--- config.mk ---
export PLATFORM = sky130hd
export DESIGN_NAME = pmt_time_msg_tx
export DESIGN_NICKNAME = d
export VERILOG_FILES = /design/src/pmt_pkg.sv /design/src/pmt_time_msg_tx.sv
export VERILOG_INCLUDE_DIRS = /design/src
export SDC_FILE = /design/constraint.sdc
export NUM_CORES = 1
export LEC_CHECK = 0
export BUFFER_PORTS_ARGS = -buffer_cell sky130_fd_sc_hd__buf_2
export CORE_MARGIN = 1
export CORE_UTILIZATION = 50
export DETAILED_ROUTE_END_ITERATION = 16
export PLACE_DENSITY = 0.7
export SLEW_MARGIN = 20
export SYNTH_ARGS = -nofsm -noshare
export SYNTH_HDL_FRONTEND = slang
export SYNTH_SLANG_ARGS = --single-unit
--- constraint.sdc ---
create_clock -name clk -period 8 [get_ports clk]
set_input_delay 0.8 -clock clk [delete_from_list [all_inputs] [get_ports clk]]
set_output_delay 0.8 -clock clk [all_outputs]
set_load 0.005 [all_outputs]
--- src/pmt_consts.svh ---
// timing and framing constants for the second-pulse time message sender
// assumes a 25 MHz system clock; times in their own unit, counts derived
`ifndef PMT_CONSTS_SVH
`define PMT_CONSTS_SVH
`define PMT_CLK_HZ        25000000
`define PMT_BAUD          9600
`define PMT_BIT_CYC       (`PMT_CLK_HZ / `PMT_BAUD)
`define PMT_START_MS      10
`define PMT_DEADLINE_MS   500
`define PMT_START_CYC     ((`PMT_START_MS * `PMT_CLK_HZ) / 1000)
`define PMT_DEADLINE_CYC  ((`PMT_DEADLINE_MS * `PMT_CLK_HZ) / 1000)
`define PMT_FRAME_BITS    10
`define PMT_DATA_BITS     8
`define PMT_MSG_BYTES     16
`define PMT_HDR_SYNC      8'hA5
`define PMT_MSG_TYPE      8'h01
`define PMT_MSG_ID        8'h01
`define PMT_DELAY_W       24
`endif

--- src/pmt_pkg.sv ---
// types for the second-pulse time message sender
// constants live in pmt_consts.svh
package pmt_pkg;
   typedef enum logic [1:0] {
      PMT_IDLE = 2'b00,
      PMT_WAIT = 2'b01,
      PMT_SEND = 2'b11
   } pmt_state_t;
endpackage

--- src/pmt_time_msg_tx.sv ---
// time message serial sender aligned to the second pulse
// assumes second_pulse and time_now are synchronous to clk
//
// What this block does
// - message starts a fixed delay after each second_pulse rising edge seen while idle
// - every message byte completes within 500 ms of its pulse edge
// - message carries time latched at the pulse edge, not at start
// - exactly one message per second pulse edge seen while idle; edges while busy are ignored
// - whole bytes, binary, closing checksum byte over contents
// - message holds a type byte and an identifier byte
// - multibyte fields go most significant byte first
// - bit 0 of each byte goes on the line first
// - 9600 baud, no parity
// - one low start bit per character
// - one high stop bit; line idles high
// - eight data bits per character
`timescale 1ns/10ps
`include "pmt_consts.svh"
module pmt_time_msg_tx #(
   parameter int unsigned START_CYC = `PMT_START_CYC,
   parameter int unsigned DEADLINE_CYC = `PMT_DEADLINE_CYC,
   parameter bit          CSUM_XOR = 1'b0,
   parameter logic [7:0]  MSG_TYPE = `PMT_MSG_TYPE,
   parameter logic [7:0]  MSG_ID = `PMT_MSG_ID
) (
   // clock and reset
   input  wire logic        clk,
   input  wire logic        rstn,
   // timing inputs
   input  wire logic        second_pulse,
   input  wire logic [95:0] time_now,
   // serial line and status
   output logic             txd,
   output logic             busy,
   output logic             late_err
);
   localparam int MSG_BYTES = `PMT_MSG_BYTES;
   localparam int BODY = MSG_BYTES - 1;
   localparam int unsigned MSG_CYC = MSG_BYTES * `PMT_FRAME_BITS
                                     * `PMT_BIT_CYC;

   // start delay plus full message must fit before the deadline
   initial begin
      if (START_CYC + MSG_CYC > DEADLINE_CYC) begin
         $error("start delay leaves no room before deadline");
      end
   end

   pmt_pkg::pmt_state_t state_ff, nxt_state;
   logic        pulse_d_ff, nxt_pulse_d;
   logic [95:0] stamp_ff, nxt_stamp;
   logic [24:0] wait_ff, nxt_wait;
   logic [24:0] age_ff, nxt_age;
   logic [11:0] baud_ff, nxt_baud;
   logic [3:0]  bit_ff, nxt_bit;
   logic [3:0]  byte_ff, nxt_byte;
   logic [9:0]  shift_ff, nxt_shift;
   logic [7:0]  csum_ff, nxt_csum;
   logic        txd_ff, nxt_txd;
   logic        busy_ff, nxt_busy;
   logic        late_ff, nxt_late;
   logic [7:0]  body_bytes [BODY];
   logic        pulse_rise;
   logic [7:0]  cur_byte;

   // fixed body: sync, type, id, then the time big-endian
   assign body_bytes[0] = `PMT_HDR_SYNC;
   assign body_bytes[1] = MSG_TYPE;
   assign body_bytes[2] = MSG_ID;
   genvar gi;
   generate
      for (gi = 0; gi < 12; gi++) begin : g_time
         assign body_bytes[gi+3] = stamp_ff[95-8*gi -: 8];
      end
   endgenerate

   assign pulse_rise = second_pulse & ~pulse_d_ff;
   // last byte is the checksum of all bytes before it
   assign cur_byte = (byte_ff == 4'(BODY)) ? csum_ff
                                            : body_bytes[byte_ff];

   // sequencing and serializer next state
   always_comb begin
      nxt_state   = state_ff;
      nxt_pulse_d = second_pulse;
      nxt_stamp   = stamp_ff;
      nxt_wait    = wait_ff;
      nxt_age     = (age_ff == '1) ? age_ff : age_ff + 25'd1;
      nxt_baud    = baud_ff;
      nxt_bit     = bit_ff;
      nxt_byte    = byte_ff;
      nxt_shift   = shift_ff;
      nxt_csum    = csum_ff;
      nxt_txd     = 1'b1;
      nxt_busy    = 1'b0;
      nxt_late    = late_ff;
      case (state_ff)
         pmt_pkg::PMT_IDLE: begin
            if (pulse_rise) begin
               nxt_stamp = time_now;
               nxt_wait  = 25'(START_CYC);
               nxt_age   = '0;
               nxt_busy  = 1'b1; // busy the cycle after the edge
               nxt_state = pmt_pkg::PMT_WAIT;
            end
         end
         pmt_pkg::PMT_WAIT: begin
            nxt_busy = 1'b1;
            if (wait_ff <= 25'd1) begin
               nxt_byte  = '0;
               nxt_bit   = '0;
               nxt_baud  = '0;
               nxt_csum  = '0;
               nxt_shift = {1'b1, `PMT_HDR_SYNC, 1'b0};
               nxt_state = pmt_pkg::PMT_SEND;
            end else begin
               nxt_wait = wait_ff - 25'd1;
            end
         end
         pmt_pkg::PMT_SEND: begin
            nxt_busy = 1'b1;
            nxt_txd  = shift_ff[0];
            if (age_ff >= 25'(DEADLINE_CYC)) begin
               nxt_late = 1'b1;
            end
            if (baud_ff == 12'(`PMT_BIT_CYC - 1)) begin
               nxt_baud = '0;
               if (bit_ff == 4'(`PMT_FRAME_BITS - 1)) begin
                  nxt_bit  = '0;
                  nxt_csum = CSUM_XOR ? (csum_ff ^ cur_byte)
                                      : 8'(csum_ff + cur_byte);
                  if (byte_ff == 4'(BODY)) begin
                     nxt_state = pmt_pkg::PMT_IDLE;
                  end else begin
                     nxt_byte  = byte_ff + 4'd1;
                     nxt_shift = {1'b1,
                        (byte_ff + 4'd1 == 4'(BODY)) ?
                           (CSUM_XOR ? (csum_ff ^ cur_byte)
                                     : 8'(csum_ff + cur_byte))
                         : body_bytes[byte_ff + 4'd1],
                        1'b0};
                  end
               end else begin
                  nxt_bit   = bit_ff + 4'd1;
                  nxt_shift = {1'b1, shift_ff[9:1]};
               end
            end else begin
               nxt_baud = baud_ff + 12'd1;
            end
         end
         default: nxt_state = pmt_pkg::PMT_IDLE;
      endcase
   end

   // register all state; line idles high out of reset
   always_ff @(posedge clk) begin
      if (!rstn) begin
         state_ff   <= pmt_pkg::PMT_IDLE;
         pulse_d_ff <= 1'b1; // no false edge if pulse is high at reset
         stamp_ff   <= '0;
         wait_ff    <= '0;
         age_ff     <= '0;
         baud_ff    <= '0;
         bit_ff     <= '0;
         byte_ff    <= '0;
         shift_ff   <= '1;
         csum_ff    <= '0;
         txd_ff     <= 1'b1;
         busy_ff    <= 1'b0;
         late_ff    <= 1'b0;
      end else begin
         state_ff   <= nxt_state;
         pulse_d_ff <= nxt_pulse_d;
         stamp_ff   <= nxt_stamp;
         wait_ff    <= nxt_wait;
         age_ff     <= nxt_age;
         baud_ff    <= nxt_baud;
         bit_ff     <= nxt_bit;
         byte_ff    <= nxt_byte;
         shift_ff   <= nxt_shift;
         csum_ff    <= nxt_csum;
         txd_ff     <= nxt_txd;
         busy_ff    <= nxt_busy;
         late_ff    <= nxt_late;
      end
   end

   assign txd      = txd_ff;
   assign busy     = busy_ff;
   assign late_err = late_ff;
endmodule

* Word level (Yosys, flattened, before mapping)
Index checks and enable logic that the tools add are counted.
** Word-level totals
- Register bits :: 190
- Input bits :: 99
- Logic and storage cells :: 98
** Cells by class
- Bitwise logic cells :: 4
- Reduce and logical (&&, ||, !) cells :: 14
- Muxes and demuxes :: 42
- $add $sub $neg :: 6
- Order comparisons :: 4
- Equality and inequality tests :: 15
** Operators by type and width (count)
- $mux W25 :: 5
- $mux W8 :: 9
- $bmux W8 S4 :: 2
- $pmux W25 S2 :: 1
- $mux W10 :: 4
- $add A25 B1 Y25 const B :: 1
- $eq A25 B25 Y1 const B :: 1
- $ge A25 B25 Y1 const B :: 1
- $le A25 B1 Y1 const B :: 1
- $sub A25 B1 Y25 const B :: 1
- $mux W12 :: 2
- $mux W4 :: 6
- $pmux W12 S2 :: 1
- $pmux W10 S2 :: 1
- $pmux W4 S2 :: 2
- $pmux W8 S2 :: 1
- $ne A2 B2 Y1 const B :: 7
- $add A12 B1 Y12 const B :: 1
- $eq A12 B12 Y1 const B :: 1
- $eq A4 B4 Y1 const B :: 3
- $ge A5 B5 Y1 const B :: 2
- $mux W2 :: 5
- $not A4 Y5 :: 2
- $reduce_and A5 Y1 :: 2
- other kinds (16) :: 23

* Logic depth before layout (Yosys ltp)
Gate-level depths: netlist of run 1.
- Depth in word-level cells :: 11
- Depth in mapped cells :: 18
- Depth with buffers taken out :: 15

* Worst setup path after synthesis of run 1
Ideal clock, no wire load.
- Kind :: reg-to-reg
- From :: register byte_ff[0]
- To :: register shift_ff[7]
- Slack :: 4089 ps
- Arrival :: 3764 ps
- Required time :: 7853 ps
- Clock period less this slack :: 3911 ps
- Stages on the path, launching flop included :: 16
- Path buffers :: 4
- Path through :: dfxtp_1 > buf_2 > buf_2 > buf_2 > clkbuf_1 > mux4_2 > mux4_2 > ha_1 > fa_1 > a21o_1 > a21oi_1 > o21bai_1 > a21oi_1 > xnor2_1 > a211oi_1 > o311ai_2
** On the way
- Word-level cells in the longest chain between the ends :: 11
** Ends and longest elaborated chain
- start: declaration :: line pmt_time_msg_tx.sv:56 : logic [3:0] byte_ff, nxt_byte;
- start signal: assignment :: line pmt_time_msg_tx.sv:179 : byte_ff <= nxt_byte;
- $not A4 Y5 (implied by the code) :: line pmt_time_msg_tx.sv:80 : : body_bytes[byte_ff];
- $bmux W8 S4 :: line pmt_time_msg_tx.sv:80
- $mux W8 (implied by the code) (2 in series) :: line pmt_time_msg_tx.sv:80
- $mux W8 :: line pmt_time_msg_tx.sv:79 : assign cur_byte = (byte_ff == 4'(BODY)) ? csum_ff
- $add A8 B8 Y8 :: line pmt_time_msg_tx.sv:139 : : 8'(csum_ff + cur_byte))
- $mux W8 :: line pmt_time_msg_tx.sv:137 : (byte_ff + 4'd1 == 4'(BODY)) ?
- $mux W10 :: line pmt_time_msg_tx.sv:132 : if (byte_ff == 4'(BODY)) begin
- $mux W10 :: line pmt_time_msg_tx.sv:128 : if (bit_ff == 4'(`PMT_FRAME_BITS - 1)) begin
- $mux W10 :: line pmt_time_msg_tx.sv:126 : if (baud_ff == 12'(`PMT_BIT_CYC - 1)) begin
- $pmux W10 S2 :: line pmt_time_msg_tx.sv:97 : case (state_ff)
- end signal: assignment :: line pmt_time_msg_tx.sv:180 : shift_ff <= nxt_shift;
- end: declaration :: line pmt_time_msg_tx.sv:57 : logic [9:0] shift_ff, nxt_shift;
Parallel ways exist; a longest one is shown, timed or not. The select of a mux whose other input is x is not followed.
A chain may end at the register's enable or synchronous reset.

* Worst setup path after layout of run 1
- From :: register byte_ff[1]
- To :: register shift_ff[7]
The elaborated chain is that of the path after synthesis.

==> results of run 1 <==
flip-flops by register name, summed over array words and instances, names as in the netlist:
signal	flops
age_ff	25
baud_ff	12
bit_ff	4
busy	1
byte_ff	4
csum_ff	8
late_err	1
pulse_d_ff	1
shift_ff	9
stamp_ff	96
state_ff	2
txd	1
wait_ff	25
layer usage:
metal	GRT usage, %	wire length [µm]	vias up
met5	0	0	-
met1	33.7	10900	3935
met4	8.52	507	0
met3	5.26	1490	38
met2	39.1	11000	260
li1	-	-	4202
final cells by class:
class | instances | share of cell area, %
inverters | 14 | 0.494
flip-flops and latches | 189 | 34.8
repair buffers | 109 | 5.20
clock buffers | 17 | 3.91
well taps | 260 | 2.99
multi-input cells | 886 | 51.1
clock inverters | 15 | 1.47
cells by family after synthesis:
logic type                 after synthesis  share of synthesized area (%)
DFF                                    189                           39.0
xor gates and xnor gates                60                           5.42
adders and majority gates               16                           2.14
AOI/OAI and AO/OA                      260                           16.0
muxes                                   63                           11.1
and+or+nand+nor                        487                           22.6
buffers and inverters                   89                           3.67
final timing paths:
kind	cells after the start	slack, ns	start	to
worst max-delay path	12	3.74	byte_ff[1]$_SDFFE_PN0P_	shift_ff[7]$_SDFFE_PN1P_
worst min-delay path	2	0.46	stamp_ff[81]$_SDFFE_PN0P_	stamp_ff[81]$_SDFFE_PN0P_
worst max register to register	12	3.74	byte_ff[1]$_SDFFE_PN0P_	shift_ff[7]$_SDFFE_PN1P_
worst min register to register	2	0.46	stamp_ff[81]$_SDFFE_PN0P_	stamp_ff[81]$_SDFFE_PN0P_
cells in the final DEF (no fill, tap or decap), types with 11 or more instances in the layout:
cell,count
buf_2,101
or3_1,14
a211oi_1,11
clkbuf_16,17
mux2i_1,23
o21ai_0,34
ha_1,15
mux4_2,35
inv_1,13
nand4_1,11
xor2_1,26
dfxtp_1,187
nand3_1,27
nor2_1,103
nand2_1,240
a21oi_1,153
nor3_1,21
xnor2_1,34
and3_1,11
metrics by stage:
stage	cell area (µm²)	hold WS, ns	utilization (%)	cells
finish	10900	0.462	57.8	1490
global placement	10300	0.444	54.7	1458
detailed placement	10300	0.450	54.7	1458
floorplan	9690	0.415	-	1164
global route	10900	0.488	57.8	1490
CTS	10900	0.462	57.8	1490
power groups by stage:
stage | clock network [µW] | registers (µW) | logic (µW)
2_1_floorplan | 0 | 1020 | 176
3_3_place_gp | 0 | 1030 | 235
3_5_place_dp | 0 | 1040 | 238
4_1_cts | 856 | 1010 | 240
5_1_grt | 892 | 1020 | 270
6_report | 841 | 1020 | 240
critical path, stage by stage (launching register included):
cell      delay, ns
dfxtp_2        0.96
ha_1           0.64
a21oi_1        0.16
mux4_2         0.50
ha_1           0.24
fa_1           0.41
a21o_1         0.19
a21oi_1        0.21
o21bai_1       0.09
a21oi_1        0.19
xnor2_1        0.10
a211oi_1       0.29
o311ai_2       0.12
==> results.ini, run 1 <==
[outcome]
outcome=complete, no violations

[clocking]
cts_setup_buffers=0
root_buffer=clkbuf_16
cts_hold_buf=0
clock-sinks=189
cts_buffers=17
clockBufferDepth=2
htreeDepth=4
clock_latency_ns=0.44
cts_tree=yes
clk_pin_slew_worst_paths_ns=0.07
post_cts_resized=0

[timing]
fin_ws_ns=3.74
post-route-period-util_pct=53.3
drv_slew=0
min_period_ns=4.26
tns_ns=0
hold_viol_final=0
rsz0062_at_grt=no
max_slew_margin_pct=36.2
setup_violations=0
fmax_ghz=0.235
skew_ns=0.0138
max_slew.worst_pin.slew_ns=0.954

[synth]
synth_top_cell_by_area=dfxtp_1
synth-main-ff-cell=dfxtp_1
syn-num-nets=1279
synth_edf_count=0
seq_area_frac_synth_pct=39.0
yosysMostFrequentCell=nand2_1
yosysWarnings=0
synth.lib_cells_used.distinct=62
synth_cells=1164
avgSynthCellArea_um2=8.32
syn_area_mm2=0.00969
synth_common_cells=nand2_1, dfxtp_1, a21oi_1
ys_ff_latch=189
yosys-top-cells-area=dfxtp_1, nand2_1, mux4_2
async_flop_share_pct=0
synth_top_area_share_pct=39.0

[place]
pre_cts_ws_ns=3.84
routabilityCongestion=0.897
dpl.hpwl_mm=17.2
io_buffers=101

[route]
drt_first_pass_iters=6
vias=8435
postRouteAntennaNets=0
viasPerCell=5.66
wl_per_cell_um=16.1
wl_mm=23.9
route.detailed.drc=0
drt_iter0_drc=587

[worst_setup_path]
required_ns=8.30
crit_path_end_kind=flop
worstSetupPathType=reg2reg
crit_arrival_ns=4.56
start_kind=flop
cp_max_fo=43

[pwr]
p_int_uw=1520
powerDensity_mw_per_mm2=193
swShare_pct=27.5
p_comb_share_pct=11.4
irDropWorstVdd_mv=0.140
power_uw=2100
switchingPower_uw=577
power_leakage_uw=0.00393
clockPowerShare_pct=40.1
power.share.sequential_pct=48.5

[layout]
seq_area_mm2=0.00379
nets=1332
syn2layout_area_growth_pct=12.3
multi_input_area_mm2=0.00557
fillCellCount=1711
drive_gt1_share_pct=16.1
antennaDiodeCount=0

[die]
die_h_um=141
core-area_mm2=0.0188
die_x_um=141
floorplan.initialDensity_pct=51.5
io_pins=102
die_area_mm2=0.0199
rows=50

[grt]
antenna_found_initial=0
grt_pass1_vias=7709
grt_max_degree=69
grt_first_pass_wirelength_mm=39.1
overflow=0
grt_usage_pct=24.8

[worst_hold_path]
hold_class=reg2reg

[flow_run]
maxCapViolations=0

Power figures use the tool's default switching activity.
==> run 2, diff against run 1 <==
Clock period 8 ns to 4.1 ns, I/O delays scaled along.
==> run 2 against run 1 <==
  * Setup slack got worse by 3.4 ns
  * Routed wire length increased by 1.8%
  * Utilization increased by 0.89 points
  * Total power increased by 100%
  * Count of clock-buffer cells in the layout increased by 1
  * Clock power increased by 110%
  * Worst hold slack got worse by 0.27 ns
  * Clock skew increased by 0.0053 ns
  * Design area increased by 1.5%
  * Largest power group unchanged
==> results.ini, run 2 (same netlist as run 1, synthesis figures left out) <==
[outcome]
outcome=complete, no violations  ; unchanged

[clocking]
cts_setup_buffers=0  ; unchanged
cts_tree=yes  ; unchanged
post_cts_resized=0  ; unchanged
clock-sinks=189  ; unchanged
clock_latency_ns=0.44  ; about the same
clockBufferDepth=2  ; unchanged
root_buffer=clkbuf_16  ; unchanged
cts_buffers=17  ; unchanged
clk_pin_slew_worst_paths_ns=0.07  ; about the same
htreeDepth=4  ; unchanged
cts_hold_buf=0  ; unchanged

[timing]
fmax_ghz=0.268  ; was 0.235 GHz
max_slew_margin_pct=43.9  ; was 36.2%
drv_slew=0  ; unchanged
skew_ns=0.0191  ; was 0.0138 ns
setup_violations=0  ; unchanged
post-route-period-util_pct=90.9  ; was 53.3%
max_slew.worst_pin.slew_ns=0.836  ; was 0.954 ns
tns_ns=0  ; unchanged
min_period_ns=3.73  ; was 4.26 ns
hold_viol_final=0  ; unchanged
rsz0062_at_grt=no  ; unchanged

[grt]
antenna_found_initial=0  ; unchanged
overflow=0  ; unchanged
grt_pass1_vias=7643  ; was 7709
grt_usage_pct=25.3  ; was 24.8%
grt_max_degree=64  ; was 69
grt_first_pass_wirelength_mm=39.8  ; was 39.1 mm

[pwr]
p_comb_share_pct=11.1  ; was 11.4%
clockPowerShare_pct=42.1  ; was 40.1%
swShare_pct=26.6  ; was 27.5%
power.share.sequential_pct=46.8  ; was 48.5%
p_int_uw=3110  ; was 1520 µW
switchingPower_uw=1120  ; was 577 µW
irDropWorstVdd_mv=0.272  ; was 0.140 mV
power_leakage_uw=0.00403  ; was 0.00393 µW
powerDensity_mw_per_mm2=383  ; was 193 mW/mm²

[place]
dpl.hpwl_mm=17.8  ; was 17.2 mm
routabilityCongestion=0.963  ; was 0.897
io_buffers=101  ; unchanged
post_dp_cell_area_mm2=0.0104  ; was 0.0103 mm²

[layout]
antennaDiodeCount=0  ; unchanged
drive_gt1_share_pct=17.1  ; was 16.1%
final_cell_mix=nand2_1, dfxtp_1, a21oi_1  ; unchanged
largest_register=stamp_ff  ; unchanged
design_area_mm2=0.0110  ; was 0.0109 mm²
nets=1345  ; was 1332
reg_top3=stamp_ff: 96 flops, age_ff: 25 flops, wait_ff: 25 flops  ; unchanged
syn2layout_area_growth_pct=14.0  ; was 12.3%
final_common_cell=nand2_1  ; unchanged
largest_reg_flops=96  ; unchanged

[route]
wl_mm=24.3  ; was 23.9 mm
viasPerCell=5.58  ; was 5.66
postRouteAntennaNets=0  ; unchanged
route.detailed.drc=0  ; unchanged
vias=8390  ; was 8435
drt_iter0_drc=566  ; was 587
wl_per_cell_um=16.2  ; was 16.1 µm
drt_first_pass_iters=7  ; was 6

[worst_setup_path]
cp_slowest_stage_delay_ns=0.50  ; was 0.96 ns
start_kind=flop  ; unchanged
crit_path_end_kind=flop  ; unchanged
r2r_cells=14  ; was 12
cp_common_cell=a21oi_1  ; unchanged
path_cells=buf_4 -> nor2b_1 -> a221oi_1 -> a21oi_1 -> mux4_2 -> ha_1 -> fa_1 -> a21o_1 -> a21oi_1 -> o21bai_1 -> a21oi_1 -> xnor2_1 -> a211oi_1 -> o311ai_2  ; was ha_1 -> a21oi_1 -> mux4_2 -> ha_1 -> fa_1 -> a21o_1 -> a21oi_1 -> o21bai_1 -> a21oi_1 -> xnor2_1 -> a211oi_1 -> o311ai_2
crit_arrival_ns=4.02  ; was 4.56 ns
slowest_stage=mux4_2  ; was dfxtp_2
worstSetupPathType=reg2reg  ; unchanged
required_ns=4.39  ; was 8.30 ns
cp_max_fo=12  ; was 43

[die]
die_x_um=141  ; unchanged
floorplan.initialDensity_pct=51.5  ; unchanged
die_h_um=141  ; unchanged
die_area_mm2=0.0199  ; unchanged
rows=50  ; unchanged
core-area_mm2=0.0188  ; unchanged
io_pins=102  ; unchanged

[flow_run]
maxCapViolations=0  ; unchanged

[worst_hold_path]
hold_class=in2reg  ; was reg2reg
hold_depth=2  ; unchanged

-- run 2: worst paths after layout --
check / start / end / slack, ns
worst max-delay path: byte_ff[1]$_SDFFE_PN0P_ / shift_ff[7]$_SDFFE_PN1P_ / 0.37
worst min-delay path: second_pulse / pulse_d_ff$_SDFF_PN1_ / 0.19
worst max register to register: byte_ff[1]$_SDFFE_PN0P_ / shift_ff[7]$_SDFFE_PN1P_ / 0.37
worst min register to register: shift_ff[0]$_SDFFE_PN1P_ / txd$_SDFF_PN1_ / 0.46
-- run 2: layout make-up --
type | count | area, µm²
inverters | 14 | 53.8
flip-flops and latches | 189 | 3790
clock inverters | 14 | 196
fillers | 1678 | 7780
multi-input cells | 886 | 5570
repair buffers | 122 | 676
well taps | 260 | 325
clock buffers | 18 | 439
-- run 2: power groups by stage --
stage / Sequential, µW / Clock (µW) / Combinational [µW]
finish: 1980 / 1780 / 471
global route: 1990 / 1900 / 525
CTS: 1980 / 1810 / 470
detailed placement: 2020 / 0 / 466
global placement: 2020 / 0 / 460
floorplan: 2000 / 0 / 343
-- run 2: stage by stage --
step	cells	setup slack (ns)	utilization [%]	total power, µW	hold WS (ns)
floorplan	1164	0.189	-	2340	0.415
global placement	1471	0.509	55.3	2480	0.438
detailed placement	1471	0.417	55.3	2490	0.442
CTS	1503	0.409	58.6	4260	0.178
global route	1503	0.228	58.7	4420	0.198
finish	1503	0.373	58.7	4230	0.189
-- run 2: critical path, delay by kind of cell (launching register included) --
family                   cells  cell delay [ns]
adder cells (fa/ha/maj)      2             0.65
multiplexers                 1             0.50
AO/OA/AOI/OAI                8             1.51
buffers and inverters        1             0.26
XOR/XNOR                     1             0.10
flip-flops                   1             0.47
AND/OR/NAND/NOR              1             0.09
-- run 2: metal layers --
layer / vias to the layer above / routed length [µm] / GRT usage [%]
li1: 4215 / - / -
met1: 3905 / 11500 / 35.3
met2: 232 / 11200 / 39.2
met3: 38 / 1190 / 4.42
met4: 0 / 496 / 9.04
met5: - / 0 / 0
